File: src/tws_pkg.sv
package tws_pkg;
  // ********************************
  // Register map (byte addresses)
  // ********************************
  localparam logic [7:0] ADR_UNIT = 8'h00;
  localparam logic [7:0] ADR_PRESC = 8'h04;
  localparam logic [7:0] ADR_MODE = 8'h08;
  localparam logic [7:0] ADR_DATA = 8'h0c;
  localparam logic [7:0] ADR_START = 8'h10;
  localparam logic [7:0] ADR_STOP = 8'h14;
  localparam logic [7:0] ADR_STAT = 8'h18;
  localparam logic [7:0] ADR_OUT = 8'h1c;
  localparam logic [7:0] ADR_FCLR = 8'h20;
  // Field positions.
  localparam int DATA_DIV_LSB = 9;
  localparam int FLAG_OVR_BIT = 2;
  // Reset values.
  localparam logic [3:0] PRESC_RST = 4'h0;
  localparam logic [6:0] DIV_RST = 7'h00;
  localparam logic [4:0] MODE_RST = 5'h00;
  localparam logic [2:0] OUT_RST = 3'h3;
  // Timing: half serial clock never below two system clocks (fclk/4).
  localparam logic [18:0] HALF_MIN = 19'h00002;
  localparam logic [3:0] PRESC_MAX = 4'hb;
  localparam int CLK_HZ = 10000000;

  // Channel mode fields.
  typedef struct packed {
    logic cont;
    logic len7;
    logic lsb_first;
    logic ckp;
    logic dap;
  } tws_mode_t;

  // Serial pins.
  typedef struct packed {
    logic sck;
    logic sdo;
    logic sdo_oe;
  } tws_pins_t;

  typedef enum logic [1:0] {ST_IDLE, ST_LEAD, ST_SHIFT} tws_state_t;

  // Bit presented on the data line for the current shifter contents.
  function automatic logic tws_out_bit(input logic [7:0] sh, input tws_mode_t m);
    if (m.lsb_first) tws_out_bit = sh[0];
    else if (m.len7) tws_out_bit = sh[6];
    else tws_out_bit = sh[7];
  endfunction : tws_out_bit

  // Shifter contents after one bit has gone out.
  function automatic logic [7:0] tws_shift(input logic [7:0] sh, input tws_mode_t m);
    tws_shift = m.lsb_first ? {1'b0, sh[7:1]} : {sh[6:0], 1'b0};
  endfunction : tws_shift
endpackage : tws_pkg

File: src/tws_rate_gen.sv
`timescale 1ns/1ps
module tws_rate_gen (
  input wire logic pclk,
  input wire logic presetn,
  input wire logic run,
  input wire logic [3:0] presc,
  input wire logic [6:0] divider,
  output logic tick
);
  logic [18:0] cnt_reg;
  logic [18:0] limit;
  logic [3:0] k;

  // Half period is (divider+1) * 2^k system clocks, clamped to the fastest legal rate.
  always_comb begin
    k = (presc > tws_pkg::PRESC_MAX) ? tws_pkg::PRESC_MAX : presc;
    limit = 19'({12'h000, divider} + 19'h00001) << k;
    if (limit < tws_pkg::HALF_MIN) limit = tws_pkg::HALF_MIN;
  end

  // Counter restarts whenever the engine is idle, so the first half is always full length.
  always_ff @(posedge pclk or negedge presetn) begin
    if (!presetn) begin
      cnt_reg <= 19'h00000;
      tick <= 1'b0;
    end else if (!run) begin
      cnt_reg <= 19'h00000;
      tick <= 1'b0;
    end else if (cnt_reg >= limit - 19'h00001) begin
      cnt_reg <= 19'h00000;
      tick <= 1'b1;
    end else begin
      cnt_reg <= cnt_reg + 19'h00001;
      tick <= 1'b0;
    end
  end
endmodule : tws_rate_gen

File: src/tws_master_tx.sv
`timescale 1ns/1ps
// Function
// - Words of 7 or 8 bits, MSB-first or LSB-first selectable.
// - Master generates the serial clock and drives data out.
// - Data phase 0: first bit appears together with first clock edge.
// - Data phase 1: first bit appears half a clock before clocking.
// - Clock polarity bit: 0 forward, 1 inverted serial clock.
// - Rate from fclk/4 down to fclk/(2*2^11*128).
// - Interrupt is transfer end (single) or buffer empty (continuous).
// - Writing 1 to start trigger sets channel enable status.
// - Writing data low byte starts transmission on an enabled channel.
// - After stop, pins hold last level until output register rewritten.
// - Flag clear register clears the overrun flag (bit 2).
// - Three-wire function only exists on designated channels.
// - One clock line plus separate input and output data lines.
// - Master only, transmit always; receive runs alongside.
// - Stop trigger self-clears once enable status reads 0.
// - Unit clock off: control writes ignored, reads return defaults.
// - Data register bits 15:9 hold the rate divider.
module tws_master_tx #(
  parameter bit HAS_THREE_WIRE = 1'b1
) (
  input wire logic pclk,
  input wire logic presetn,
  input wire logic psel,
  input wire logic penable,
  input wire logic pwrite,
  input wire logic [7:0] paddr,
  input wire logic [31:0] pwdata,
  input wire logic [3:0] pstrb,
  output logic [31:0] prdata,
  output logic pready,
  output logic pslverr,
  input wire logic sdi,
  output tws_pkg::tws_pins_t pins,
  output logic serial_done_irq
);
  // ********************************
  // Register state
  // ********************************
  logic unit_clock_enable_reg;
  logic [3:0] presc_reg;
  tws_pkg::tws_mode_t mode_reg;
  logic [6:0] div_reg;
  logic en_reg;
  logic stop_reg;
  logic ovr_reg;
  logic data_idle_level_bit_reg;
  logic clock_idle_level_bit_reg;
  logic [7:0] buf_reg;
  logic buf_full_reg;
  logic [7:0] rx_reg;
  tws_pkg::tws_state_t state_reg;
  logic [7:0] shift_reg;
  logic [3:0] hp_reg;
  logic sdi_s1_reg;
  logic sdi_s2_reg;
  logic tick;
  logic acc;
  logic wr;
  logic last_hp;

  // Transfer qualifies only at the access edge where pready is high.
  assign acc = psel && penable && pready;
  assign wr = acc && pwrite;
  assign last_hp = (hp_reg == (mode_reg.len7 ? 4'hd : 4'hf));

  // ********************************
  // APB slave
  // ********************************
  // No wait state: the answer is built in setup so every output is a flop.
  always_ff @(posedge pclk or negedge presetn) begin
    if (!presetn) begin
      pready <= 1'b0;
      pslverr <= 1'b0;
      prdata <= 32'h00000000;
    end else if (psel && !penable && !pready) begin
      pready <= 1'b1;
      pslverr <= 1'b0;
      prdata <= 32'h00000000;
      if (paddr == tws_pkg::ADR_UNIT) begin
        prdata <= {31'h00000000, unit_clock_enable_reg};
      end else if (!unit_clock_enable_reg) begin
        // Defaults only while the unit clock is off.
        if (paddr == tws_pkg::ADR_OUT) prdata <= {29'h00000000, tws_pkg::OUT_RST};
        else if (paddr > tws_pkg::ADR_FCLR || paddr[1:0] != 2'h0) pslverr <= 1'b1;
      end else if (paddr == tws_pkg::ADR_PRESC) begin
        prdata <= {28'h0000000, presc_reg};
      end else if (paddr == tws_pkg::ADR_MODE) begin
        prdata <= {27'h0000000, mode_reg};
      end else if (paddr == tws_pkg::ADR_DATA) begin
        prdata <= {16'h0000, div_reg, 1'b0, rx_reg};
      end else if (paddr == tws_pkg::ADR_STOP) begin
        prdata <= {31'h00000000, stop_reg};
      end else if (paddr == tws_pkg::ADR_STAT) begin
        prdata <= {25'h0000000, stop_reg, ovr_reg, 2'h0, buf_full_reg,
                   state_reg != tws_pkg::ST_IDLE, en_reg};
      end else if (paddr == tws_pkg::ADR_OUT) begin
        prdata <= {29'h00000000, pins.sdo_oe, clock_idle_level_bit_reg,
                   data_idle_level_bit_reg};
      end else if (paddr == tws_pkg::ADR_START || paddr == tws_pkg::ADR_FCLR) begin
        prdata <= 32'h00000000;
      end else begin
        pslverr <= 1'b1;
      end
    end else begin
      pready <= 1'b0;
      pslverr <= 1'b0;
    end
  end

  // ********************************
  // Control registers
  // ********************************
  // The unit enable is always writable; the rest only while the unit is clocked.
  always_ff @(posedge pclk or negedge presetn) begin
    if (!presetn) begin
      unit_clock_enable_reg <= 1'b0;
      presc_reg <= tws_pkg::PRESC_RST;
      mode_reg <= tws_pkg::MODE_RST;
      div_reg <= tws_pkg::DIV_RST;
      data_idle_level_bit_reg <= tws_pkg::OUT_RST[0];
      clock_idle_level_bit_reg <= tws_pkg::OUT_RST[1];
    end else if (wr) begin
      if (paddr == tws_pkg::ADR_UNIT && pstrb[0]) begin
        unit_clock_enable_reg <= pwdata[0];
      end else if (!unit_clock_enable_reg) begin
        unit_clock_enable_reg <= 1'b0;
      end else if (paddr == tws_pkg::ADR_PRESC && pstrb[0]) begin
        presc_reg <= pwdata[3:0];
      end else if (paddr == tws_pkg::ADR_MODE && pstrb[0]) begin
        mode_reg <= pwdata[4:0];
      end else if (paddr == tws_pkg::ADR_DATA && pstrb[1]) begin
        div_reg <= pwdata[15:tws_pkg::DATA_DIV_LSB];
      end else if (paddr == tws_pkg::ADR_OUT && pstrb[0] && !en_reg) begin
        data_idle_level_bit_reg <= pwdata[0];
        clock_idle_level_bit_reg <= pwdata[1];
      end
    end
  end

  // Channel enable: start sets it, stop or unit shutdown clears it; start wins.
  always_ff @(posedge pclk or negedge presetn) begin
    if (!presetn) begin
      en_reg <= 1'b0;
    end else if (wr && unit_clock_enable_reg && HAS_THREE_WIRE && pstrb[0]
                 && paddr == tws_pkg::ADR_START && pwdata[0]) begin
      en_reg <= 1'b1;
    end else if (stop_reg || !unit_clock_enable_reg) begin
      en_reg <= 1'b0;
    end
  end

  // Stop trigger stays visible until enable status has dropped.
  always_ff @(posedge pclk or negedge presetn) begin
    if (!presetn) begin
      stop_reg <= 1'b0;
    end else if (wr && unit_clock_enable_reg && pstrb[0]
                 && paddr == tws_pkg::ADR_STOP && pwdata[0]) begin
      stop_reg <= 1'b1;
    end else if (!en_reg) begin
      stop_reg <= 1'b0;
    end
  end

  // Transmit buffer; a write over a full buffer replaces it and marks overrun.
  always_ff @(posedge pclk or negedge presetn) begin
    if (!presetn) begin
      buf_reg <= 8'h00;
      buf_full_reg <= 1'b0;
    end else if (wr && unit_clock_enable_reg && en_reg && pstrb[0]
                 && paddr == tws_pkg::ADR_DATA) begin
      buf_reg <= pwdata[7:0];
      buf_full_reg <= 1'b1;
    end else if (!en_reg || state_reg == tws_pkg::ST_IDLE) begin
      buf_full_reg <= 1'b0;
    end
  end

  // Overrun flag: a fresh event in the clearing cycle keeps the flag set.
  always_ff @(posedge pclk or negedge presetn) begin
    if (!presetn) begin
      ovr_reg <= 1'b0;
    end else if (wr && unit_clock_enable_reg && en_reg && pstrb[0] && buf_full_reg
                 && paddr == tws_pkg::ADR_DATA && state_reg != tws_pkg::ST_IDLE) begin
      ovr_reg <= 1'b1;
    end else if (wr && unit_clock_enable_reg && paddr == tws_pkg::ADR_FCLR
                 && pwdata[tws_pkg::FLAG_OVR_BIT]) begin
      ovr_reg <= 1'b0;
    end
  end

  // ********************************
  // Serial engine
  // ********************************
  tws_rate_gen u_rate (
    .pclk(pclk),
    .presetn(presetn),
    .run(state_reg != tws_pkg::ST_IDLE),
    .presc(presc_reg),
    .divider(div_reg),
    .tick(tick)
  );

  // The data input is asynchronous to pclk, so two flops before use.
  always_ff @(posedge pclk or negedge presetn) begin
    if (!presetn) begin
      sdi_s1_reg <= 1'b0;
      sdi_s2_reg <= 1'b0;
    end else begin
      sdi_s1_reg <= sdi;
      sdi_s2_reg <= sdi_s1_reg;
    end
  end

  // Receive shifter samples on every trailing clock edge alongside transmit.
  always_ff @(posedge pclk or negedge presetn) begin
    if (!presetn) begin
      rx_reg <= 8'h00;
    end else if (state_reg == tws_pkg::ST_SHIFT && tick && !hp_reg[0]) begin
      rx_reg <= mode_reg.lsb_first ? {sdi_s2_reg, rx_reg[7:1]}
                                   : {rx_reg[6:0], sdi_s2_reg};
    end
  end

  // Sequencer, pins and the event pulse. Even half periods have the clock
  // active, odd ones inactive; the pins hold whatever was driven last.
  always_ff @(posedge pclk or negedge presetn) begin
    if (!presetn) begin
      state_reg <= tws_pkg::ST_IDLE;
      shift_reg <= 8'h00;
      hp_reg <= 4'h0;
      pins <= '{sck: tws_pkg::OUT_RST[1], sdo: tws_pkg::OUT_RST[0], sdo_oe: 1'b0};
      serial_done_irq <= 1'b0;
    end else begin
      serial_done_irq <= 1'b0;
      if (wr && unit_clock_enable_reg && paddr == tws_pkg::ADR_OUT && pstrb[0]
          && !en_reg) begin
        pins.sdo_oe <= pwdata[2];
      end
      if (!en_reg) begin
        // Aborted or stopped: levels stay until the output register is written.
        state_reg <= tws_pkg::ST_IDLE;
        if (wr && unit_clock_enable_reg && paddr == tws_pkg::ADR_OUT && pstrb[0]) begin
          pins.sdo <= pwdata[0];
          pins.sck <= pwdata[1];
        end
      end else begin
        case (state_reg)
          tws_pkg::ST_IDLE: begin
            if (buf_full_reg) begin
              shift_reg <= buf_reg;
              hp_reg <= 4'h0;
              pins.sdo <= tws_pkg::tws_out_bit(buf_reg, mode_reg);
              serial_done_irq <= mode_reg.cont;
              if (mode_reg.dap) begin
                state_reg <= tws_pkg::ST_LEAD;
              end else begin
                state_reg <= tws_pkg::ST_SHIFT;
                pins.sck <= mode_reg.ckp;
              end
            end
          end
          tws_pkg::ST_LEAD: begin
            if (tick) begin
              state_reg <= tws_pkg::ST_SHIFT;
              pins.sck <= mode_reg.ckp;
            end
          end
          tws_pkg::ST_SHIFT: begin
            if (tick) begin
              hp_reg <= hp_reg + 4'h1;
              if (!hp_reg[0]) begin
                pins.sck <= !mode_reg.ckp;
                if (mode_reg.dap && !last_hp && hp_reg != (mode_reg.len7 ? 4'hc : 4'he)) begin
                  shift_reg <= tws_pkg::tws_shift(shift_reg, mode_reg);
                  pins.sdo <= tws_pkg::tws_out_bit(
                      tws_pkg::tws_shift(shift_reg, mode_reg), mode_reg);
                end
              end else if (last_hp) begin
                state_reg <= tws_pkg::ST_IDLE;
                serial_done_irq <= !mode_reg.cont;
              end else begin
                pins.sck <= mode_reg.ckp;
                if (!mode_reg.dap) begin
                  shift_reg <= tws_pkg::tws_shift(shift_reg, mode_reg);
                  pins.sdo <= tws_pkg::tws_out_bit(
                      tws_pkg::tws_shift(shift_reg, mode_reg), mode_reg);
                end
              end
            end
          end
          default: state_reg <= tws_pkg::ST_IDLE;
        endcase
      end
    end
  end
endmodule : tws_master_tx

File: config.mk
export PLATFORM = sky130hd
export DESIGN_NAME = tws_master_tx
export DESIGN_NICKNAME = d
export VERILOG_FILES = /design/src/tws_pkg.sv /design/src/tws_rate_gen.sv /design/src/tws_master_tx.sv
export SDC_FILE = /design/constraint.sdc
export NUM_CORES = 1
export LEC_CHECK = 0
export BUFFER_PORTS_ARGS = -buffer_cell sky130_fd_sc_hd__clkbuf_2
export CORE_ASPECT_RATIO = 2
export CORE_MARGIN = 4
export CORE_UTILIZATION = 55
export DETAILED_ROUTE_END_ITERATION = 10
export GPL_TIMING_DRIVEN = 1
export PLACE_DENSITY = 0.77
export SLEW_MARGIN = 20
export SYNTH_ARGS = -nofsm -noshare
export SYNTH_HDL_FRONTEND = slang
export SYNTH_SLANG_ARGS = --single-unit
File: constraint.sdc
create_clock -name pclk -period 5.8 [get_ports pclk]
set_clock_uncertainty 0.15 [all_clocks]
set_input_delay 0.29 -clock pclk [delete_from_list [all_inputs] [get_ports pclk]]
set_output_delay 0.29 -clock pclk [all_outputs]
set_load 0.01 [all_outputs]
==> impl_metrics.yaml <==
run_status:
  status: "finished clean"
worst_setup_path:
  cp.buffers_inverters: 2
  crit_chain: "ha_4, nand3_1, xor2_2, a22oi_1, a21o_1, o31ai_4, nand3_1, nor4_4, buf_4, a21oi_1, ha_1, nand2_1, nor2_1, nand3_1, xnor2_1, ha_1, a21o_1, a21o_1, a211oi_1, o21ai_0, a31oi_1, o21ai_1, buf_4, nor2_1"
  worstPathRequired_ps: 5930
  slowest_stage: "dfrtp_2"
  critPathMaxFanout: 19
  cp.arrival_ps: 5570
  worstSetupStartpointType: "flop"
  cpPeakStageDelay_ps: 460
  end_kind: "flop"
  critPathKind: "flop to flop"
  cp_top_family: "compound AO/OA/AOI/OAI gates"
placement:
  dp_cells: 874
  dpl_cell_area_um2: 6690
  gp_congestion: 0.962
  place_hpwl_um: 13200
  pre_cts_ws_ps: 211
  io_buffers: 51
cts:
  cts_tree: "done"
  insertion_delay_ps: 350
  clk_pin_slew_ps: 70
  clkSinkCount: 96
  cts_buffers: 9
  clk_path_buf_depth: 2
  root_buffer: "clkbuf_16"
  cts.htree.levels: 3
route:
  ant_nets: 0
  wl_met3_um: 719
  drt-initial-drc-count: 393
  vias: 5600
  drc: 0
  wl_met1_um: 5870
  drt_pre_antenna_iters: 5
  viasPerCell: 6.26
  avgRoutedWirePerCell_um: 19.1
  top_layer_used: "met4"
  wl_met2_um: 9320
  wirelength_um: 17100
floorplan:
  ios: 88
  die_h_um: 160
  die_area_um2: 13500
  rows: 55
  start_util_pct: 56.2
  die_x_um: 84.2
  core_area_um2: 11400
yosys:
  synth_simple_gate_area_share_pct: 20.1
  synth-seq-cells: 96
  synth_top_family_by_area: "simple AND/OR/NAND/NOR gates"
  ys_top_cells_by_area: "dfrtp_1, ha_1, mux2_2"
  synth_edf_count: 0
  synth_compound_area_share_pct: 18.2
  synth_cells: 702
  yosysWarnings: 0
  synth_cell_types: 75
  synth_fa_ha_area_share_pct: 5.10
  synthXorXnorAreaFrac_pct: 5.19
  synth_area_um2: 6380
  synth-main-ff-cell: "dfrtp_1"
  yosysSeqAreaShare_pct: 37.7
  synth.top_cell.area_share_pct: 36.1
  synthArstFlopShare_pct: 100
  syn_avg_cell_area_um2: 9.10
  yosys.area.top_type: "dfrtp_1"
  synth_mux_area_share_pct: 7.92
job:
  cap_viol_max_count: 0
cells_and_area:
  num-nets-final: 824
  area_growth_pct: 10.7
  final_area_um2: 7070
  drive_above_1_share_pct: 19.4
  largest_register_ffs: 19
  final_cell_count_no_fill: 895
  diodes: 0
sta:
  setup_tns_ps: 0
  hold_violations: 0
  whs_ps: 18.7
  setup_violations: 0
  final_min_period_over_clock_period_pct: 93.8
  tightest_slew_ps: 837
  fin_ws_ps: 362
  maxSlewHeadroom_pct: 44.2
  max_freq_mhz: 184
  slew_viol_final: 0
  period_minus_slack_ps: 5440
global_routing:
  grt_pass1_vias: 5726
  grt-ovfl-total: 0
  grt_pass1_wl_um: 27400
  grt_usage_pct: 25.3
  grt_max_degree: 69
  antenna_found_initial: 0
min_path:
  hold_path_class: "input pin to flop"
pwr:
  p_per_area_nw_per_um2: 184
  peakVddDrop_v: 0.000184
  p_leak_uw: 0.00320
report_power, final:
| part | leakage (uW) | internal (uW) | switching (uW) |
|---|---|---|---|
| clock | 0.000136 | 300 | 281 |
| combinational | 0.00177 | 12.8 | 34.9 |
| sequential | 0.00130 | 671 | 1.21 |
cell type report:
type	instances	area, um2
inverter	19	71.3
fill	977	4280
tap	142	178
timing repair buffer	69	400
multi-input combinational	553	3720
clock inverter	7	63.8
sequential	96	2410
clock buffer	9	225
worst paths after layout:
check / slack, ps / depth (start not counted) / startpoint / to
min in group asynchronous: 240 / 2 / presetn / u_rate.cnt_reg[12]
worst max register to register: 360 / 24 / div_reg[1] / u_rate.cnt_reg[4]
max in group asynchronous: 4040 / 3 / presetn / presc_reg[2]
worst min register to register: 250 / 0 / sdi_s1_reg / sdi_s2_reg
worst max-delay path: 360 / 24 / div_reg[1] / u_rate.cnt_reg[4]
worst min-delay path: 20 / 2 / pwdata[5] / buf_reg[5]
cell usage in the layout (no fill, tap or decap), drive strengths merged, types with 5 or more instances in the layout:
cell,Yosys,routed
inv,17,20
ha,26,26
o221ai,5,5
xnor2,16,16
a22o,13,13
nor3,17,17
xor2,21,21
buf,27,16
mux2,28,28
mux2i,19,19
nand4,12,12
nor4,5,5
a22oi,6,6
or2,5,5
o31ai,6,6
a21o,11,11
a31oi,7,7
clkbuf,23,59
nor2,63,63
nand3,28,28
conb,1,17
nand2b,5,5
o21ai,43,43
nor2b,10,10
dfrtp,92,92
a21oi,31,31
and3,13,13
and2,7,7
nand2,82,82
metrics by stage:
step           total power [uW]  utilization (%)
2_1_floorplan               707                -
3_3_place_gp                730             58.9
3_5_place_dp                731             58.9
4_1_cts                    1310             61.7
5_1_grt                    1340             62.3
6_report                   1300             62.3
cells by family after synthesis:
group / Yosys count
other: 1
adders and majority gates: 26
buffers and inverters: 69
and+or+nand+nor: 262
DFF: 96
muxes: 47
AOI/OAI and AO/OA: 164
xor gates and xnor gates: 37
timing repair:
item | 4_1_cts | 5_1_grt
setup endpoints to repair | 0 | 20
hold buffers | 3 | 0
endpoints found under the hold margin | 30 | 0
gates resized for setup | 0 | 13
buffers inserted | 0 | 2
Yosys cell counts (17+ instances only):
master and count:
nand3_1 27, mux2_2 28, dfrtp_1 92, xor2_1 20, a21oi_1 29, ha_1 26, clkbuf_1 23, buf_4 17
nor3_1 17, nand2_1 82, mux2i_1 19, nor2_1 63, o21ai_0 41
routing by layer:
| layer | vias to the layer above | track usage [%] |
|---|---|---|
| li1 | 2597 | - |
| met1 | 2687 | 24.5 |
| met2 | 230 | 47.9 |
| met3 | 86 | 4.11 |
| met4 | 0 | 16.2 |
| met5 | - | 0 |
(Power assumes the default switching activity.)
